[src/sdl_regs.svh]
// constants of the serial converter load interface
// assumes inclusion by its bare name from package and top module
`ifndef SDL_REGS_SVH
`define SDL_REGS_SVH

// frame and code layout
`define SDL_FRAME_BITS   24
`define SDL_FRAME_MSB    23
`define SDL_CODE_BITS    18
`define SDL_CODE_MSB     17
`define SDL_PAD_BITS     6
`define SDL_CNT_BITS     5
`define SDL_CNT_FULL     5'h18

// reset values of input register and output latch
`define SDL_RST_VAL_LOW  18'h00000
`define SDL_RST_VAL_HIGH 18'h20000

// data buffer shape
`define SDL_FIFO_DEPTH   8
`define SDL_FIFO_PTR_W   3
`define SDL_FIFO_CNT_W   4

// timing: system clock period and link clock period, in ns
`define SDL_SYS_PERIOD_NS   40
`define SDL_LINK_PERIOD_NS  320
`define SDL_SAMPLES_PER_BIT (`SDL_LINK_PERIOD_NS / `SDL_SYS_PERIOD_NS)

`endif

[src/sdl_pkg.sv]
// types shared by the serial converter load interface
// assumes sdl_regs.svh is on the include path
`include "sdl_regs.svh"

package sdl_pkg;

    // serial link pins, sampled together
    typedef struct packed {
        logic cs_n;
        logic sclk;
        logic sdi;
    } sdl_link_type;

    // static and slow control pins
    typedef struct packed {
        logic hw_reset_n;
        logic reset_level_select;
        logic code_format_select;
        logic readout_mode_select;
        logic latch_load_n;
    } sdl_ctrl_type;

    typedef logic [`SDL_CODE_MSB:0]  sdl_code_type;
    typedef logic [`SDL_FRAME_MSB:0] sdl_word_type;

    typedef enum logic [0:0] {
        SDL_IDLE   = 1'b0,
        SDL_ACTIVE = 1'b1
    } sdl_state_type;

endpackage

[src/sdl_sync.sv]
// two-stage synchroniser, one per bit
// assumes inputs asynchronous to sys_clk; no reset on data stages
`timescale 1ns/100ps
`default_nettype none

module sdl_sync #(
    parameter int WIDTH = 1
) (
    input  wire logic             sys_clk,
    input  wire logic             clk_en,
    input  wire logic [WIDTH-1:0] async_in,
    output logic      [WIDTH-1:0] sync_out
);

    logic [WIDTH-1:0] meta_q;
    logic [WIDTH-1:0] meta_d;
    logic [WIDTH-1:0] sync_d;

    genvar gi;
    generate
        for (gi = 0; gi < WIDTH; gi = gi + 1) begin : g_bit
            always_comb begin
                meta_d[gi] = clk_en ? async_in[gi] : meta_q[gi];
                sync_d[gi] = clk_en ? meta_q[gi] : sync_out[gi];
            end
            always_ff @(posedge sys_clk) begin
                meta_q[gi]   <= meta_d[gi];
                sync_out[gi] <= sync_d[gi];
            end
        end
    endgenerate

endmodule

`default_nettype wire

[src/sdl_fifo.sv]
// frame buffer: storage array plus a registered output stage
// assumes same clock as the filler and the drainer
`timescale 1ns/100ps
`default_nettype none

module sdl_fifo #(
    parameter int WIDTH = 18,
    parameter int DEPTH = 8,
    parameter int PTR_W = 3,
    parameter int CNT_W = 4
) (
    input  wire logic             sys_clk,
    input  wire logic             rst_b,
    input  wire logic             clk_en,
    input  wire logic             flush,
    input  wire logic             in_valid,
    output logic                  in_ready,
    input  wire logic [WIDTH-1:0] in_data,
    output logic                  out_valid,
    input  wire logic             out_ready,
    output logic      [WIDTH-1:0] out_data
);

    logic [WIDTH-1:0] mem_q [DEPTH];
    logic [PTR_W-1:0] wr_ptr_q, wr_ptr_d;
    logic [PTR_W-1:0] rd_ptr_q, rd_ptr_d;
    logic [CNT_W-1:0] cnt_q, cnt_d;
    logic             out_valid_d;
    logic [WIDTH-1:0] out_data_d;
    logic             push;
    logic             load;

    always_comb begin
        in_ready    = (cnt_q != CNT_W'(DEPTH));
        push        = in_valid && in_ready;
        load        = (cnt_q != '0) && (!out_valid || out_ready);
        wr_ptr_d    = push ? wr_ptr_q + PTR_W'(1) : wr_ptr_q;
        rd_ptr_d    = load ? rd_ptr_q + PTR_W'(1) : rd_ptr_q;
        cnt_d       = cnt_q + CNT_W'(push) - CNT_W'(load);
        out_valid_d = load ? 1'b1 : (out_valid && !out_ready);
        out_data_d  = load ? mem_q[rd_ptr_q] : out_data;
        if (flush) begin
            wr_ptr_d    = '0;
            rd_ptr_d    = '0;
            cnt_d       = '0;
            out_valid_d = 1'b0;
        end
    end

    always_ff @(posedge sys_clk) begin
        if (!rst_b) begin
            wr_ptr_q  <= '0;
            rd_ptr_q  <= '0;
            cnt_q     <= '0;
            out_valid <= 1'b0;
            out_data  <= '0;
        end else if (clk_en) begin
            wr_ptr_q  <= wr_ptr_d;
            rd_ptr_q  <= rd_ptr_d;
            cnt_q     <= cnt_d;
            out_valid <= out_valid_d;
            out_data  <= out_data_d;
        end
    end

    always_ff @(posedge sys_clk) begin
        if (clk_en && push && !flush) begin
            mem_q[wr_ptr_q] <= in_data;
        end
    end

endmodule

`default_nettype wire

[src/sdl_top.sv]
// serial load front end of an 18-bit voltage-output converter
// assumes link pins asynchronous to sys_clk, link clock at most sys/8
//
// Functional notes
// - hardware reset low forces input register and latch to selected value
// - after hardware reset release, reset value holds until a valid frame
// - power-on reset loads input register and latch with selected value
// - reset value is 00000h for select low, 20000h for select high
// - each frame shifts a 24-bit word on serial clock while selected
// - chip select high ignores clock and data, data out released
// - chip select low samples data in on every rising clock edge
// - frames under 24 bits are dropped; registers keep prior data
// - frames over 24 bits keep only the last 24 bits
// - chip select rising edge after valid frame loads input register
// - bits 23 to 18 ignored; bits 17 to 0 form the code
// - readback mode shifts input register out while new word comes in
// - readback beyond 24 clocks sends register then zeroes
// - mode select low gives chained mode, data out feeds next device
// - chained mode ripples extra bits out, changing on falling edges
// - load pin high holds latch; low makes latch follow input register
// - load pin tied low updates latch as soon as frame is written
// - load pin high during write holds latch until pin goes low
// - resets never clear the serial shift register
// - format select high means straight binary, low twos complement
`timescale 1ns/100ps
`default_nettype none
`include "sdl_regs.svh"

module sdl_top
    import sdl_pkg::*;
(
    input  wire logic         sys_clk,
    input  wire logic         rst_b,
    input  wire logic         clk_en,
    input  wire logic         cs_n,
    input  wire logic         sclk,
    input  wire logic         sdi,
    input  wire logic         hw_reset_n,
    input  wire logic         reset_level_select,
    input  wire logic         code_format_select,
    input  wire logic         readout_mode_select,
    input  wire logic         latch_load_n,
    output logic              sdo_out,
    output logic              sdo_oe_n,
    output logic [17:0]       dac_code,
    output logic              code_is_binary,
    output logic              frame_buf_ready,
    output logic              frame_done,
    output logic              frame_short,
    output logic              frame_dropped
);

    // synchronised pins
    sdl_link_type  link_raw;
    sdl_link_type  link_s;
    sdl_ctrl_type  ctrl_raw;
    sdl_ctrl_type  ctrl_s;

    // link edge tracking
    logic          sclk_prev_q, sclk_prev_d;
    logic          cs_prev_q, cs_prev_d;
    logic          sclk_rise;
    logic          sclk_fall;
    logic          cs_fall;
    logic          cs_rise;

    // frame state
    sdl_state_type state_q, state_d;
    sdl_word_type  shift_q, shift_d;
    sdl_word_type  rb_q, rb_d;
    logic [`SDL_CNT_BITS-1:0] cnt_q, cnt_d;
    logic          sdo_d;
    logic          sdo_oe_n_d;
    logic          readback;

    // buffer handshake
    logic          push_valid;
    logic          push_ready;
    logic          pop_valid;
    logic          pop_ready;
    sdl_code_type  pop_data;

    // storage
    sdl_code_type  in_reg_q, in_reg_d;
    sdl_code_type  latch_d;
    sdl_code_type  reset_value;
    logic          hold_reset;
    logic          done_d;
    logic          short_d;
    logic          dropped_d;
    logic          buf_ready_d;
    logic          binary_d;

    always_comb begin
        link_raw.cs_n                = cs_n;
        link_raw.sclk                = sclk;
        link_raw.sdi                 = sdi;
        ctrl_raw.hw_reset_n          = hw_reset_n;
        ctrl_raw.reset_level_select  = reset_level_select;
        ctrl_raw.code_format_select  = code_format_select;
        ctrl_raw.readout_mode_select = readout_mode_select;
        ctrl_raw.latch_load_n        = latch_load_n;
    end

    sdl_sync #(
        .WIDTH    ($bits(sdl_link_type))
    ) u_link_sync (
        .sys_clk  (sys_clk),
        .clk_en   (clk_en),
        .async_in (link_raw),
        .sync_out (link_s)
    );

    sdl_sync #(
        .WIDTH    ($bits(sdl_ctrl_type))
    ) u_ctrl_sync (
        .sys_clk  (sys_clk),
        .clk_en   (clk_en),
        .async_in (ctrl_raw),
        .sync_out (ctrl_s)
    );

    // edge detection on synchronised link pins
    always_comb begin
        sclk_prev_d = link_s.sclk;
        cs_prev_d   = link_s.cs_n;
        sclk_rise   = link_s.sclk && !sclk_prev_q;
        sclk_fall   = !link_s.sclk && sclk_prev_q;
        cs_fall     = !link_s.cs_n && cs_prev_q;
        cs_rise     = link_s.cs_n && !cs_prev_q;
    end

    always_ff @(posedge sys_clk) begin
        if (!rst_b) begin
            sclk_prev_q <= 1'b0;
            cs_prev_q   <= 1'b1;
        end else if (clk_en) begin
            sclk_prev_q <= sclk_prev_d;
            cs_prev_q   <= cs_prev_d;
        end
    end

    // frame sequencing, shift and serial data out
    always_comb begin
        readback   = ctrl_s.readout_mode_select;
        state_d    = state_q;
        shift_d    = shift_q;
        rb_d       = rb_q;
        cnt_d      = cnt_q;
        sdo_d      = sdo_out;
        sdo_oe_n_d = sdo_oe_n;
        push_valid = 1'b0;
        short_d    = 1'b0;
        unique case (state_q)
            SDL_IDLE: begin
                sdo_oe_n_d = 1'b1;
                if (cs_fall) begin
                    state_d    = SDL_ACTIVE;
                    cnt_d      = '0;
                    rb_d       = {`SDL_PAD_BITS'h00, in_reg_q};
                    sdo_oe_n_d = 1'b0;
                    sdo_d      = readback ? 1'b0 : shift_q[`SDL_FRAME_MSB];
                end
            end
            SDL_ACTIVE: begin
                if (cs_rise) begin
                    state_d    = SDL_IDLE;
                    sdo_oe_n_d = 1'b1;
                    push_valid = (cnt_q == `SDL_CNT_FULL);
                    short_d    = (cnt_q != `SDL_CNT_FULL);
                end else if (sclk_rise) begin
                    // last 24 bits survive a long frame
                    shift_d = {shift_q[`SDL_FRAME_MSB-1:0], link_s.sdi};
                    if (cnt_q != `SDL_CNT_FULL) begin
                        cnt_d = cnt_q + `SDL_CNT_BITS'(1);
                    end
                end else if (sclk_fall) begin
                    if (readback) begin
                        // register content first, zeroes after
                        sdo_d = rb_q[`SDL_FRAME_MSB-1];
                        rb_d  = {rb_q[`SDL_FRAME_MSB-1:0], 1'b0};
                    end else begin
                        sdo_d = shift_q[`SDL_FRAME_MSB];
                    end
                end
            end
        endcase
    end

    // shift register has no reset on purpose
    always_ff @(posedge sys_clk) begin
        if (clk_en) begin
            shift_q <= shift_d;
        end
    end

    always_ff @(posedge sys_clk) begin
        if (!rst_b) begin
            state_q  <= SDL_IDLE;
            rb_q     <= '0;
            cnt_q    <= '0;
            sdo_out  <= 1'b0;
            sdo_oe_n <= 1'b1;
        end else if (clk_en) begin
            state_q  <= state_d;
            rb_q     <= rb_d;
            cnt_q    <= cnt_d;
            sdo_out  <= sdo_d;
            sdo_oe_n <= sdo_oe_n_d;
        end
    end

    // frame buffer between shift register and input register
    sdl_fifo #(
        .WIDTH     (`SDL_CODE_BITS),
        .DEPTH     (`SDL_FIFO_DEPTH),
        .PTR_W     (`SDL_FIFO_PTR_W),
        .CNT_W     (`SDL_FIFO_CNT_W)
    ) u_fifo (
        .sys_clk   (sys_clk),
        .rst_b     (rst_b),
        .clk_en    (clk_en),
        .flush     (hold_reset),
        .in_valid  (push_valid),
        .in_ready  (push_ready),
        .in_data   (shift_q[`SDL_CODE_MSB:0]),
        .out_valid (pop_valid),
        .out_ready (pop_ready),
        .out_data  (pop_data)
    );

    // input register, output latch and status
    always_comb begin
        hold_reset  = !ctrl_s.hw_reset_n;
        reset_value = ctrl_s.reset_level_select ? `SDL_RST_VAL_HIGH
                                                : `SDL_RST_VAL_LOW;
        // readback frame in flight keeps the register steady
        pop_ready   = !(state_q == SDL_ACTIVE && readback);
        in_reg_d    = in_reg_q;
        latch_d     = dac_code;
        if (pop_valid && pop_ready) begin
            in_reg_d = pop_data;
        end
        if (!ctrl_s.latch_load_n) begin
            latch_d = in_reg_q;
        end
        if (hold_reset) begin
            in_reg_d = reset_value;
            latch_d  = reset_value;
        end
        done_d      = push_valid && push_ready;
        dropped_d   = push_valid && !push_ready;
        buf_ready_d = push_ready;
        binary_d    = ctrl_s.code_format_select;
    end

    always_ff @(posedge sys_clk) begin
        if (!rst_b) begin
            in_reg_q        <= reset_value;
            dac_code        <= reset_value;
            frame_done      <= 1'b0;
            frame_short     <= 1'b0;
            frame_dropped   <= 1'b0;
            frame_buf_ready <= 1'b0;
            code_is_binary  <= 1'b0;
        end else if (clk_en) begin
            in_reg_q        <= in_reg_d;
            dac_code        <= latch_d;
            frame_done      <= done_d;
            frame_short     <= short_d;
            frame_dropped   <= dropped_d;
            frame_buf_ready <= buf_ready_d;
            code_is_binary  <= binary_d;
        end
    end

endmodule

`default_nettype wire

[config.mk]
export PLATFORM = sky130hd
export DESIGN_NAME = sdl_top
export DESIGN_NICKNAME = d
export VERILOG_FILES = /design/src/sdl_pkg.sv /design/src/sdl_sync.sv /design/src/sdl_fifo.sv /design/src/sdl_top.sv
export VERILOG_INCLUDE_DIRS = /design/src
export SDC_FILE = /design/constraint.sdc
export NUM_CORES = 1
export LEC_CHECK = 0
export BUFFER_PORTS_ARGS = -buffer_cell sky130_fd_sc_hd__buf_2
export CAP_MARGIN = 0
export CORE_UTILIZATION = 35
export CTS_CLUSTER_DIAMETER = 30
export DETAILED_ROUTE_END_ITERATION = 8
export RECOVER_POWER = 100
export SYNTH_ARGS = -nofsm -noshare
export SYNTH_HDL_FRONTEND = slang
export SYNTH_SLANG_ARGS = --single-unit
[constraint.sdc]
create_clock -name sys_clk -period 7.1 [get_ports sys_clk]
set_input_delay 0.71 -clock sys_clk [delete_from_list [all_inputs] [get_ports sys_clk]]
set_output_delay 0.71 -clock sys_clk [all_outputs]
set_load 0.05 [all_outputs]
==> reports/results.tsv <==
metric	value	unit
outcome	finished, violations left	
violations	capacitance limit, slew limit	
route.final.wire_length	20300	um
antenna_found_initial	0	
ys_warn_count	0	
pwr-share-comb	6.6	%
relSlewSlack	-42.5	%
path_max_fanout	43	
place_inst	1075	
cts_tree	yes	
drive_gt1_share	17.5	%
critPathLaunchType	input pin	
grtUsageMet1	17.4	%
drtPass1Iterations	4	
final_cell_mix	220 x edfxtp_1, 66 x dfxtp_1, 55 x clkbuf_16	
holdWs	0.345	ns
power.leakage	4.65	nW
period_share	63.2	%
tightestPinTransition	2.14	ns
fin_nets	756	
core-area	31000	sq um
htreeDepth	2	
cts_sinks	287	
synth.area.mux_share	11.7	%
post-cts-setup-buffer-count	0	
final_common_cell	edfxtp_1	
place_hpwl	11600	um
p_seq_share	40.2	%
ios	36	
vias	5855	
fin_cells	1171	
max_stage_delay	1.42	ns
cts_root_buf	clkbuf_16	
met2_usage	19.1	%
arrival	4.60	ns
final.setup.worst_slack	2.61	ns
clock_path_buffers	3	
num_antenna_cells	0	
maxSlewViolCount	312	
yosys.area_share.simple	6.65	%
viasPerCell	5.00	
crit_buf_inv	2	
path_clk_slew	0.05	ns
cp-end-kind	register	
drc	0	
num_rows	64	
avgRoutedWirePerCell	17.3	um
cap_violations	11	
crit_path_top_delay_cell	clkbuf_1	
cts_hold_buffers	0	
die_h	180	um
timing.setup.tns	0	ns
max_freq	223	MHz
avgSynthCellArea	16.5	sq um
synth_top_family_by_area	multiplexers	
die_w	180	um
finalHoldViolCount	0	
port-buffer-count	35	
yosysTopAreaCellShare	59.3	%
synth_compound_area_share	6.49	%
ant_nets	0	
crit_chain	buf_2, clkbuf_1, nand2_1, or3_1, nor2_1	
overflow	0	
setup_viol	0	
grt_pass1_wl	31900	um
grt_busiest_layer	met2	
synth_flop_cell	edfxtp_1	
fin_worst_skew	0.0222	ns
post-place-ws	3.85	ns
yosysSeqAreaShare	71.3	%
grt_max_degree	54	
first_global_vias	5778	
synthCells	677	
period_needed	4.49	ns
areaGrowthSynthToFinish	20.8	%
pwr-share-clk	53.2	%
hp-class	input pin to register	
synth_edf_count	220	
gp_congestion	0.740	
synth_xor_area_share	0.157	%
vdd_drop_max	252	uV
rsz0062_at_grt	false	
synth-seq-cells	287	
ctsResizeCount	0	
switchingPower	1.05	mW
power_switching_share	21.9	%
worstSetupPathType	input pin to register	
crit_required	7.21	ns
cp_top_family	simple AND/OR/NAND/NOR gates	
first_iter_violations	373	
synth_area	11100	sq um
synth_cell_types	51	
start_util	36.0	%
finish.utilization	43.4	%
synthesis.nets	699	
intPower	3.74	mW
synth_top_area_cell	edfxtp_1	
ys_top_cells_by_area	edfxtp_1 59%, dfxtp_1 12%, mux4_1 4.7%	
numCtsBuffers	53	
synth-adder-area-share	1.30	%
track_usage	12.4	%
dieArea	32600	sq um
met3_usage	2.79	%
insertion_delay	0.54	ns
power_density	356	nW/um^2
async_flop_share	0	%
-- worst register-to-register path, delay by kind of cell, from the launching register on --
family	cells	cell delay, ns
xor gates and xnor gates	1	0.17
AOI/OAI and AO/OA	2	0.41
and+or+nand+nor	2	0.50
buffers and inverters	2	1.57
DFF	1	0.32
adders and majority gates	3	0.92
-- per-layer routing --
metal / routed length [um] / up-vias
met3: 857 / 39
met5: 0 / -
met4: 359 / 0
met1: 9790 / 2890
met2: 9300 / 123
li1: - / 2803
-- metrics by stage --
| step | instance area [sq um] | total power, mW |
|---|---|---|
| global placement | 11700 | 2.27 |
| global route | 13500 | 4.95 |
| CTS | 13500 | 4.84 |
| floorplan | 11100 | 2.20 |
| finish | 13500 | 4.79 |
| detailed placement | 11700 | 2.27 |
-- path summary, 6_finish.rpt --
check	start	end	slack, ns	cells after the start
max	clk_en	u_fifo.mem_q[2][0]	2.61	5
min	reset_level_select	u_ctrl_sync.meta_q[3]	0.34	1
max reg2reg	state_q	u_fifo.cnt_q[2]	3.10	10
min reg2reg	shift_q[19]	shift_q[20]	0.40	0
-- registers in the layout (all words and copies together), names as in the netlist, 3 cells and up --
name,count
u_fifo.mem_q,144
u_ctrl_sync.sync_out,5
u_fifo.wr_ptr_q,3
dac_code,18
u_fifo.out_data,18
u_link_sync.meta_q,3
u_link_sync.sync_out,3
cnt_q,5
shift_q,24
rb_q,23
u_ctrl_sync.meta_q,5
u_fifo.rd_ptr_q,3
u_fifo.cnt_q,4
in_reg_q,18
-- cell usage after synthesis, types with 18 or more instances --
master,count
a211oi_1,18
a21oi_1,36
a22o_1,18
and3_1,37
clkbuf_1,20
dfxtp_1,67
edfxtp_1,220
mux2_2,18
mux2i_1,21
mux4_1,20
nand2_1,27
nor2_1,18
-- cells by family (layout without fill, tap and decap cells) --
family,Yosys count,in the layout
AOI/OAI and AO/OA,109,109
and+or+nand+nor,136,136
adders and majority gates,11,11
muxes,75,75
DFF,287,287
buffers and inverters,57,155
xor gates and xnor gates,2,2
-- cell type report --
class,instances,area (sq um)
fill,2676,17500
sequential,287,7950
multi-input combinational,333,2920
clock buffer,61,1410
tap,396,495
clock inverter,35,439
timing repair buffer,46,199
inverter,13,48.8
-- power by group through the flow --
stage          Clock, mW  Combinational [mW]  Sequential [mW]
2_1_floorplan          0               0.229             1.97
5_1_grt             2.67               0.352             1.93
3_3_place_gp           0               0.315             1.95
3_5_place_dp           0               0.317             1.96
6_report            2.55               0.315             1.93
4_1_cts             2.59               0.320             1.92
No activity file was read; power rests on OpenSTA's default activity.
